$ cat config.mk
export PLATFORM = sky130hd
export DESIGN_NAME = ips_slave
export DESIGN_NICKNAME = d
export VERILOG_FILES = /design/src/ips_pkg.sv /design/src/ips_slave.sv
export SDC_FILE = /design/constraint.sdc
export NUM_CORES = 1
export LEC_CHECK = 0
export ABC_AREA = 1
export BUFFER_PORTS_ARGS = -buffer_cell sky130_fd_sc_hd__clkbuf_2
export CAP_MARGIN = 10
export CORE_ASPECT_RATIO = 1.2
export CORE_MARGIN = 2
export CORE_UTILIZATION = 63
export CTS_BUF_LIST = sky130_fd_sc_hd__clkbuf_4 sky130_fd_sc_hd__clkbuf_8
export DETAILED_ROUTE_END_ITERATION = 7
export PLACE_DENSITY = 0.95
export SLEW_MARGIN = 20
export SYNTH_ARGS = -nofsm -noshare
export SYNTH_HDL_FRONTEND = slang
export SYNTH_SLANG_ARGS = --single-unit
$ cat constraint.sdc
create_clock -name clk -period 4.8 [get_ports clk]
set_input_delay 0.96 -clock clk [delete_from_list [all_inputs] [get_ports clk]]
set_output_delay 0.96 -clock clk [all_outputs]
set_load 0.005 [all_outputs]
$ cat src/ips_pkg.sv
`default_nettype none
package ips_pkg;
   // fixed upper address bits and variant prefixes
   localparam logic [3:0] ADDR_FIXED      = 4'h5;
   localparam logic [1:0] VARIANT_ONE_PIN = 2'h0;
   localparam logic [1:0] VARIANT_TWO_PIN = 2'h1;
   localparam logic [1:0] VARIANT_THREE   = 2'h2;
   localparam logic [6:0] GENERAL_CALL    = 7'h00;
   localparam logic [4:0] HS_CODE_TOP     = 5'h01;   // 0000 1xxx
   localparam int         GCA_BIT_POS     = 8;       // accept bit within terminal control word
   localparam logic [3:0] BIT_COUNT_ACK   = 4'h8;
   localparam logic [3:0] BIT_COUNT_RST   = 4'h0;
   localparam int         CLK_MHZ         = 125;
   localparam int         HS_RATE_KHZ     = 3400;
   // clk cycles per shortest hs half period, rounded down
   localparam int         HS_HALF_CYC     = (CLK_MHZ * 1000) / (2 * HS_RATE_KHZ);
   localparam int         BUF_DEPTH       = 2;

   typedef enum logic [2:0] {
      ST_IDLE = 3'b000,
      ST_ADDR = 3'b001,
      ST_ACK  = 3'b010,
      ST_CMD  = 3'b011,
      ST_DATA = 3'b100,
      ST_READ = 3'b101,
      ST_WAIT = 3'b110
   } ips_state_e;

   // byte handed to the command layer
   typedef struct packed {
      logic       first;    // command byte after address
      logic       hv;       // high-voltage command marker
      logic [7:0] data;
   } ips_word_s;
endpackage : ips_pkg
`default_nettype wire

$ cat src/ips_slave.sv
`default_nettype none
module ips_slave
   import ips_pkg::*;
#(
   parameter logic [1:0] VARIANT = 2'h2                // address pin count selection
)(
   input  wire logic        clk,                      // 125 MHz system clock
   input  wire logic        rst,                      // synchronous reset, high
   input  wire logic        scl_i,                    // serial clock pin
   input  wire logic        sda_i,                    // serial data pin level
   output logic             sda_o,                    // data drive value, always low
   output logic             sda_oe,                   // high while pulling data low
   input  wire logic        addr_pin_zero,            // address pin zero, hv shared
   input  wire logic        addr_pin_one,             // address pin one
   input  wire logic        addr_pin_two,             // address pin two
   input  wire logic        high_voltage_cmd_input,   // high-voltage level detected
   input  wire logic [8:0]  tcon_word,                // terminal control word
   input  wire logic        cmd_valid_in,             // location/op combination legal
   input  wire logic [7:0]  rd_data,                  // byte to send on reads
   output logic             word_valid,               // buffered byte ready
   input  wire logic        word_ready,               // command layer takes byte
   output ips_word_s        word_out,                 // buffered byte
   output logic             frame_abort,              // pulse: stop/start/collision
   output logic             hs_mode,                  // high-speed mode active
   output logic             busy                      // any address byte or acked transfer underway; low in wait
);
   logic [2:0] scl_sync;
   logic [2:0] sda_sync;
   logic       scl_s;
   logic       sda_s;
   logic       scl_prev;
   logic       sda_prev;
   logic       scl_rise;
   logic       scl_fall;
   logic       start_det;
   logic       stop_det;
   logic       a0_latched;
   logic       a0_taken;
   logic [6:0] own_addr;
   ips_state_e state;
   logic [3:0] bit_cnt;
   logic [7:0] shreg;
   logic       ack_drive;
   logic       tx_drive;
   logic       is_read;
   logic       first_byte;
   logic       hv_seen;
   logic       rs_pending;
   logic       collision;
   logic       buf_in_valid;
   logic       buf_in_ready;
   ips_word_s  buf_in;
   ips_word_s  buf_mem [BUF_DEPTH];
   logic       wr_ptr;
   logic       rd_ptr;
   logic [1:0] count;

   // three-stage synchronisers; stage two and three must agree
   always_ff @(posedge clk) begin
      scl_sync <= {scl_sync[1:0], scl_i};
      sda_sync <= {sda_sync[1:0], sda_i};
   end

   // filtered levels only change once two stages agree
   always_ff @(posedge clk) begin
      if (rst) begin
         scl_s    <= 1'b1;
         sda_s    <= 1'b1;
         scl_prev <= 1'b1;
         sda_prev <= 1'b1;
      end else begin
         if (scl_sync[1] == scl_sync[2]) scl_s <= scl_sync[2];
         if (sda_sync[1] == sda_sync[2]) sda_s <= sda_sync[2];
         scl_prev <= scl_s;
         sda_prev <= sda_s;
      end
   end

   assign scl_rise  = scl_s & ~scl_prev;
   assign scl_fall  = ~scl_s & scl_prev;
   assign start_det = scl_s & scl_prev & sda_prev & ~sda_s;
   assign stop_det  = scl_s & scl_prev & ~sda_prev & sda_s;

   // pin zero caught once after reset release, later it carries hv
   always_ff @(posedge clk) begin
      if (rst) begin
         a0_taken   <= 1'b0;
         a0_latched <= 1'b1;
      end else if (!a0_taken) begin
         a0_taken   <= 1'b1;
         a0_latched <= addr_pin_zero;
      end
   end

   // own address by variant; absent pins read as one
   always_comb begin
      case (VARIANT)
         VARIANT_ONE_PIN: own_addr = {ADDR_FIXED, 1'b1, 1'b1, a0_latched};
         VARIANT_TWO_PIN: own_addr = {ADDR_FIXED, 1'b1, addr_pin_one, a0_latched};
         VARIANT_THREE:   own_addr = {ADDR_FIXED, addr_pin_two, addr_pin_one, a0_latched};
         default:         own_addr = {ADDR_FIXED, 3'h7};
      endcase
   end

   // repeated start collision: clock low again while data still high
   always_ff @(posedge clk) begin
      if (rst) begin
         rs_pending <= 1'b0;
         collision  <= 1'b0;
      end else begin
         collision <= 1'b0;
         if (state == ST_WAIT && scl_rise && !sda_s && !is_read) rs_pending <= 1'b1;
         if (start_det || stop_det) rs_pending <= 1'b0;
         // failed repeated start: clock falls while data is still high
         if (rs_pending && scl_fall && sda_s) begin
            collision  <= 1'b1;
            rs_pending <= 1'b0;
         end
      end
   end

   // hv marker sticky over a whole command sequence
   always_ff @(posedge clk) begin
      if (rst || stop_det) hv_seen <= 1'b0;
      else if (high_voltage_cmd_input) hv_seen <= 1'b1;
   end

   // hs mode on after master code, off at stop
   always_ff @(posedge clk) begin
      if (rst || stop_det) hs_mode <= 1'b0;
      else if (state == ST_ADDR && scl_fall && bit_cnt == BIT_COUNT_ACK
               && shreg[7:3] == HS_CODE_TOP) hs_mode <= 1'b1;
   end

   // bit engine: address, ack slot, bytes in or out
   always_ff @(posedge clk) begin
      if (rst || stop_det || collision) begin
         state      <= ST_IDLE;
         bit_cnt    <= BIT_COUNT_RST;
         ack_drive  <= 1'b0;
         tx_drive   <= 1'b0;
         is_read    <= 1'b0;
         first_byte <= 1'b0;
         shreg      <= 8'h00;
      end else if (start_det) begin
         state      <= ST_ADDR;
         bit_cnt    <= BIT_COUNT_RST;
         ack_drive  <= 1'b0;
         tx_drive   <= 1'b0;
         is_read    <= 1'b0;
         first_byte <= 1'b1;
      end else begin
         case (state)
            ST_ADDR, ST_CMD, ST_DATA: begin
               if (scl_rise) begin
                  shreg   <= {shreg[6:0], sda_s};
                  bit_cnt <= bit_cnt + 4'h1;
               end else if (scl_fall && bit_cnt == BIT_COUNT_ACK) begin
                  bit_cnt <= BIT_COUNT_RST;
                  if (state == ST_ADDR) begin
                     // seven-bit match; hs code and 10-bit headers fall to nack
                     if (shreg[7:1] == own_addr ||
                         (shreg[7:1] == GENERAL_CALL && !shreg[0]
                          && tcon_word[GCA_BIT_POS])) begin
                        ack_drive <= 1'b1;
                        is_read   <= shreg[0] && shreg[7:1] != GENERAL_CALL;
                        state     <= ST_ACK;
                     end else begin
                        state <= ST_WAIT;
                     end
                  end else if (!buf_in_ready) begin
                     state <= ST_WAIT;                       // no room: nack, drop
                  end else if (state == ST_CMD && !cmd_valid_in) begin
                     state <= ST_WAIT;
                  end else begin
                     ack_drive <= 1'b1;
                     state     <= ST_ACK;
                  end
               end
            end
            ST_ACK: begin
               // release after the ninth clock low edge
               if (scl_fall) begin
                  ack_drive <= 1'b0;
                  if (is_read) begin
                     shreg    <= rd_data;
                     tx_drive <= ~rd_data[7];
                     bit_cnt  <= 4'h1;
                     state    <= ST_READ;
                  end else begin
                     state      <= first_byte ? ST_CMD : ST_DATA;
                     first_byte <= 1'b0;
                  end
               end
            end
            ST_READ: begin
               if (scl_fall) begin
                  if (bit_cnt == BIT_COUNT_ACK) begin
                     tx_drive <= 1'b0;
                     bit_cnt  <= BIT_COUNT_RST;
                     state    <= ST_WAIT;
                  end else begin
                     shreg    <= {shreg[6:0], 1'b0};
                     tx_drive <= ~shreg[6];
                     bit_cnt  <= bit_cnt + 4'h1;
                  end
               end
            end
            ST_WAIT: begin
               // master ack after a read byte continues the read
               if (is_read && scl_rise) begin
                  if (!sda_s) state <= ST_ACK;
                  else        is_read <= 1'b0;
               end
            end
            ST_IDLE: state <= ST_IDLE;
            default: state <= ST_IDLE;
         endcase
      end
   end

   // open-drain data: enable only, clock is never driven
   assign sda_o       = 1'b0;
   assign sda_oe      = ack_drive | tx_drive;
   assign frame_abort = stop_det | start_det | collision;
   assign busy        = state != ST_IDLE && state != ST_WAIT;

   // byte pushed on the ack decision for cmd and data bytes
   assign buf_in_valid = (state == ST_CMD || (state == ST_DATA)) && scl_fall
                         && bit_cnt == BIT_COUNT_ACK && !start_det && !stop_det
                         && !collision && (state != ST_CMD || cmd_valid_in);
   assign buf_in       = '{first: state == ST_CMD, hv: hv_seen | high_voltage_cmd_input,
                           data: shreg};
   assign buf_in_ready = count != 2'(BUF_DEPTH);

   // two-entry buffer; a full buffer turns into nack upstream
   always_ff @(posedge clk) begin
      if (rst) begin
         wr_ptr <= 1'b0;
         rd_ptr <= 1'b0;
         count  <= 2'h0;
      end else begin
         if (buf_in_valid && buf_in_ready) begin
            buf_mem[wr_ptr] <= buf_in;
            wr_ptr          <= ~wr_ptr;
         end
         if (word_valid && word_ready) rd_ptr <= ~rd_ptr;
         count <= count + 2'(buf_in_valid && buf_in_ready) - 2'(word_valid && word_ready);
      end
   end

   assign word_valid = count != 2'h0;
   assign word_out   = buf_mem[rd_ptr];

   // checks
   property p_ack_on_ninth;
      @(posedge clk) disable iff (rst)
      $rose(ack_drive) |-> $past(scl_fall) && $past(bit_cnt) == BIT_COUNT_ACK;
   endproperty
   a_ack_on_ninth: assert property (p_ack_on_ninth) else $error("ack not after 8 bits");

   property p_stop_idle;
      @(posedge clk) disable iff (rst)
      stop_det |=> state == ST_IDLE && !sda_oe;
   endproperty
   a_stop_idle: assert property (p_stop_idle) else $error("stop did not reset");

   property p_start_addr;
      @(posedge clk) disable iff (rst)
      start_det && !stop_det && !collision |=> state == ST_ADDR && bit_cnt == 4'h0;
   endproperty
   a_start_addr: assert property (p_start_addr) else $error("start not restarting");

   property p_hs_off;
      @(posedge clk) disable iff (rst)
      stop_det |=> !hs_mode;
   endproperty
   a_hs_off: assert property (p_hs_off) else $error("hs mode kept over stop");

   property p_hs_nack;
      @(posedge clk) disable iff (rst)
      $rose(hs_mode) |-> !ack_drive;
   endproperty
   a_hs_nack: assert property (p_hs_nack) else $error("hs code acked");

   property p_gc_gate;
      @(posedge clk) disable iff (rst)
      $rose(ack_drive) && $past(state) == ST_ADDR && $past(shreg[7:1]) == GENERAL_CALL
      |-> $past(tcon_word[GCA_BIT_POS]);
   endproperty
   a_gc_gate: assert property (p_gc_gate) else $error("general call acked disabled");

   property p_bad_cmd_nack;
      @(posedge clk) disable iff (rst)
      state == ST_CMD && scl_fall && bit_cnt == BIT_COUNT_ACK && !cmd_valid_in
      && !start_det && !stop_det && !collision |=> !ack_drive ##1 !ack_drive;
   endproperty
   a_bad_cmd_nack: assert property (p_bad_cmd_nack) else $error("invalid command acked");

   property p_collision;
      @(posedge clk) disable iff (rst)
      collision |=> state == ST_IDLE;
   endproperty
   a_collision: assert property (p_collision) else $error("collision not reset");

   property p_release;
      @(posedge clk) disable iff (rst)
      state == ST_IDLE || state == ST_ADDR |-> !tx_drive;
   endproperty
   a_release: assert property (p_release) else $error("data driven outside read");

   c_ack:  cover property (@(posedge clk) disable iff (rst) $rose(ack_drive));
   c_read: cover property (@(posedge clk) disable iff (rst) state == ST_READ);
   c_hs:   cover property (@(posedge clk) disable iff (rst) $rose(hs_mode));
   c_full: cover property (@(posedge clk) disable iff (rst) count == 2'h2);
endmodule : ips_slave
`default_nettype wire

Word level (Yosys, flattened, before mapping)
Memories as Yosys holds them, arrays and structs flattened. A register that Yosys moved wholly into a read port is not among the register bits.
Index checks and enable logic that the tools add are counted.
{ "op_classes": {"n_reduce_logical": 57, "n_mux": 59, "eq_ne": 39, "bitwise_logic": 20, "add_sub_neg": 3} }
{ "ops": {"columns": ["operator", "count"], "rows": [
  ["two-way mux 8 bit", 5],
  ["two-way mux 3 bit", 13],
  ["AND reduction 7 bit", 5],
  ["!= test 3 bit, second input constant", 11],
  ["two-way mux 1 bit", 29],
  ["!= test 2 bit, second input constant", 14],
  ["two-way mux 4 bit", 6],
  ["case mux 8 bit (3 select lines)", 1],
  ["logical AND 1 bit", 23],
  ["case mux 3 bit (4 select lines)", 1],
  ["case mux 4 bit (3 select lines)", 1],
  ["nonzero test 2 bit", 6],
  ["equality test 3 bit, second input constant", 3],
  ["NOT 1 bit", 9],
  ["bitwise AND 1 bit", 7],
  ["equality test 7 x 6 -> 1 bit", 1],
  ["logical NOT 1 bit", 7],
  ["logical NOT 7 bit", 1],
  ["nonzero test 7 bit", 1],
  ["equality test 3 x 2 -> 1 bit, second input constant", 2],
  ["logical OR 1 bit", 6],
  ["!= test 3 x 2 -> 1 bit, second input constant", 2],
  ["case mux 1 bit (2 select lines)", 3],
  ["nonzero test 3 bit", 2],
  ["other kinds (14)", 19]
]} }
{ "totals": {"ram_bits": 20, "memories": 1, "word_cells": 202, "out_inout_bits": 16, "ff_bits": 39, "in_bits": 27} }
{ "mem_list": {"columns": ["name", "depth", "word_bits", "rd", "rd_ports_with_merged_regs", "wr", "line_no", "text"], "rows": [
  ["buf_mem", 2, 10, 1, 1, 1, "ips_slave.sv:53", "ips_word_s buf_mem [BUF_DEPTH];"]
]} }

Longest topological paths before layout
{ "depth": {"word_depth": 12, "depth_mapped": 13, "ltp_nobuf": 13} }

Worst setup path before layout
Ideal clock, no wire load.
{ "synth_path": {"path_type": "in2reg", "from": "input port cmd_valid_in", "to": "memory buf_mem[1][0] (netlist name), enable pin", "t_required_ns": 4.410, "setup_time_ns": 0.390, "slack_ns": 2.319, "n_path_buf": 0, "t_arrival_ns": 2.091, "cell_stages": 4, "path_cell_list": "nor3_1 > a21oi_1 > nand3_1 > nor3_1"} }
{ "synth_via": {"elab_chain_cells": 6} }
{ "synth_lines": {"columns": ["element", "line_no", "text"], "rows": [
  ["start, declared", "ips_slave.sv:18", "input wire logic cmd_valid_in,"],
  ["logical OR 1 bit", "ips_slave.sv:231", "&& !collision && (state != ST_CMD || cmd_valid_in);"],
  ["logical AND 1 bit", "ips_slave.sv:231", null],
  ["logical AND 1 bit", "ips_slave.sv:243", "if (buf_in_valid && buf_in_ready) begin"],
  ["two-way mux 1 bit", "ips_slave.sv:243", null],
  ["two-way mux 1 bit", "ips_slave.sv:238", "if (rst) begin"],
  ["two-way mux 1 bit (not written as such)", "ips_slave.sv:244", "buf_mem[wr_ptr] <= buf_in;"],
  ["end, declared", "ips_slave.sv:53", null]
]} }
Every way passes these cells.

Final worst setup path
{ "layout_path": {"from": "register sda_s", "to": "output port frame_abort"} }
{ "layout_via": {"elab_chain_cells": 4, "elab_cells_between_ends": 5, "cone_classes": "5 x bitwise"} }
{ "layout_lines": {"columns": ["element", "line_no", "text"], "rows": [
  ["start, declared", "ips_slave.sv:30", "logic sda_s;"],
  ["start signal, assigned", "ips_slave.sv:73", "if (sda_sync[1] == sda_sync[2]) sda_s <= sda_sync[2];"],
  ["NOT 1 bit", "ips_slave.sv:81", "assign start_det = scl_s & scl_prev & sda_prev & ~sda_s;"],
  ["bitwise AND 1 bit", "ips_slave.sv:81", null],
  ["bitwise OR 1 bit (*) (2 in a row)", "ips_slave.sv:225", "assign frame_abort = stop_det | start_det | collision;"],
  ["end, declared", "ips_slave.sv:23", "output logic frame_abort,"]
]} }
Every way passes the cells marked *; elsewhere a longest branch is shown, timed or not.

==> key figures <==
Routing
  • Pre-antenna DRT Iters: 5
  • Initial drt markers: 438
  • DRC: 0
  • Via density per instance: 5.67
  • Routed len/inst: 14.9 um
  • Via count: 2580
  • Routed wire length: 6780 um
  • DRT antenna net count: 0

Timing
  • Final Cycle Share: 0.546
  • WHS: 0.326 ns
  • RSZ-0062 raised after global routing: false
  • Final hold vios: 0
  • Worst-Margin Slew: 0.818 ns
  • Setup skew after layout: 0.00847 ns
  • FMAX: 381 MHz
  • Pins over their slew limit: 0
  • Fin crit period: 2.62 ns
  • Setup tns final: 0 ns
  • Setup violators final: 0
  • Worst rel slew slack: 0.452

GRT
  • Initial antenna violation count: 0
  • First-pass GRT wire length: 11100 um
  • Vias in the first global route: 2423
  • Largest net degree at the start of global routing: 17
  • GRT Total Usage: 0.288
  • GRT overflow: 0

Clock network
  • Total setup buffers inserted after CTS: 0
  • H-Tree Depth: 3
  • Skew-Pair Late Insertion Delay: 0.34 ns
  • # clock sinks: 60
  • CTS max path bufs: 2
  • TritonCTS clock tree: done
  • CTS resizes: 0
  • Number of CTS-inserted buffers: 9
  • Clk slew on worst S/H paths: 0.06 ns
  • Root Buffer: clkbuf_8
  • Post-CTS Hold Fix Bufs: 0

Place
  • Port buffer count: 33
  • Post-DP HPWL: 4590 um
  • Routability cong.: 0.869

Layout
  • N_diodes: 0
  • Most common cell after layout, fill and taps aside: nand2_1
  • Most frequent cells in the layout: nand2_1 (83), nor2_1 (49), inv_1 (43)
  • Nets: 425
  • Final core utilization: 0.758
  • Fill cells: 284
  • Fraction of final layout cells sized beyond drive strength 1: 0.195
  • Layout Area Growth over Synthesis: 14.4%

Setup path
  • CP endpoint kind: output pin
  • Worst-path fanout max: 8
  • Startpoint Class: register
  • CP arrival: 1.66 ns
  • Worst r2r src: bit_cnt[0]
  • Reg2reg path depth: 13
  • CP startpoint: sda_s
  • Worst setup path end: frame_abort
  • Crit path kind: reg2out
  • R2R Setup Slk: 2.26 ns
  • CP required: 3.84 ns
  • Worst reg2reg endpoint: count[1]

Synth
  • Syn avg cell area: 8.04 um2
  • Ys async rst share: 0
  • Post-synth EDFFs: 20
  • Post-synthesis sequential area ratio: 0.492
  • Net Count, Synth: 385
  • Cell count after synthesis: 354
  • Post-synthesis cell type count: 35
  • Yosys warning count: 0
  • Yosys reg bits: 60
  • Mapped Area: 0.00285 mm2
  • Synth Flop Type: dfxtp_1

Hold path
  • Hold Crit Class: reg2reg

Die
  • Row count: 26
  • I/O Pins: 43
  • Die ar.: 0.00507 mm2
  • Die height: 77.6 um
  • Core Region: 0.00429 mm2
  • Chip Width: 65.4 um
  • Initial Utilization: 0.663

Power
  • Power, Total: 1.76 mW
  • Power density cells: 540 mW/mm2
  • LEAKAGE: 1.47 nW
  • Worst vdd ir: 310 uV

Job
  • Max-Cap Viols: 0

Run status
  • Outcome: complete, no violations
## critical path, stage by stage (launching register included)
cell      delay [ns]
dfxtp_1         0.47
inv_1           0.15
nand3_2         0.18
inv_1           0.08
nor3_1          0.20
inv_1           0.12
clkbuf_2        0.13
## layout make-up
cell class / instances / area [um2] / share of cell area
inverters: 47 / 176 / 0.0542
well taps: 56 / 70.1 / 0.0215
clock buffers: 11 / 145 / 0.0446
repair buffers: 34 / 173 / 0.0530
clock inverters: 5 / 51.3 / 0.0158
multi-input cells: 242 / 1240 / 0.380
flip-flops and latches: 60 / 1400 / 0.430
## cell families (layout without fill, tap and decap cells)
kind of cell / count (synthesis) / after routing / synth area share
compound gates: 45 / 45 / 0.0857
flops: 60 / 60 / 0.492
mux: 10 / 10 / 0.0396
simple gates: 177 / 177 / 0.275
fa+ha+maj: 6 / 6 / 0.0246
xor+xnor: 3 / 3 / 0.00923
other cells: 1 / 1 / 0.00132
buf+inv: 52 / 97 / 0.0725
## stage by stage
step	std cells	worst slack [ns]	cell area (um2)
floorplan	354	2.32	2850
global placement	439	2.25	3060
detailed placement	439	2.14	3060
CTS	455	2.22	3260
global route	455	1.95	3260
finish	455	2.18	3260
## routing by layer
| layer | up-vias | GRT usage | wire length [um] |
|---|---|---|---|
| met5 | - | 0 | 0 |
| met2 | 141 | 0.507 | 3510 |
| li1 | 1227 | - | - |
| met1 | 1185 | 0.329 | 2530 |
| met4 | 0 | 0.138 | 243 |
| met3 | 27 | 0.0551 | 495 |
## Yosys cell counts (2+ instances only)
cell | instances | area share
a21oi_1 | 19 | 0.033
clkbuf_1 | 3 | 0.0040
dfxtp_1 | 40 | 0.28
edfxtp_1 | 20 | 0.21
ha_1 | 4 | 0.018
inv_1 | 43 | 0.057
inv_2 | 4 | 0.0053
maj3_1 | 2 | 0.0070
mux2_2 | 10 | 0.040
nand2_1 | 83 | 0.11
nand2_2 | 4 | 0.0088
nand3_1 | 21 | 0.037
nand3_2 | 3 | 0.011
nor2_1 | 49 | 0.065
nor3_1 | 9 | 0.016
o21a_1 | 2 | 0.0053
o21ai_0 | 18 | 0.032
or2_2 | 2 | 0.0044
xor2_1 | 2 | 0.0062
## worst min path at each step
stage               slack (ns)  cells past startpoint     endpoint   startpoint
CTS                       0.33                      0  scl_sync[1]  scl_sync[0]
global placement          0.31                      0  scl_sync[1]  scl_sync[0]
global route              0.33                      0  sda_sync[1]  sda_sync[0]
detailed placement        0.31                      0  scl_sync[1]  scl_sync[0]
floorplan                 0.31                      0  scl_sync[1]  scl_sync[0]
finish                    0.33                      0  scl_sync[1]  scl_sync[0]
## report_power, final
group / switching [mW] / total [mW] / internal [mW] / leakage [nW]
clock network: 0.195 / 0.451 / 0.256 / 0.100
logic: 0.405 / 0.613 / 0.208 / 0.861
registers: 0.0874 / 0.694 / 0.607 / 0.509
total: 0.688 / 1.76 / 1.07 / 1.47
## flip-flops by register name, summed over array words and instances (netlist names), 2 cells and up, named ones only
register and cells:
sda_sync 3, bit_cnt 4, count 2, state 3, buf_mem 20, scl_sync 3, shreg 8
Power figures use the tool's default switching activity.
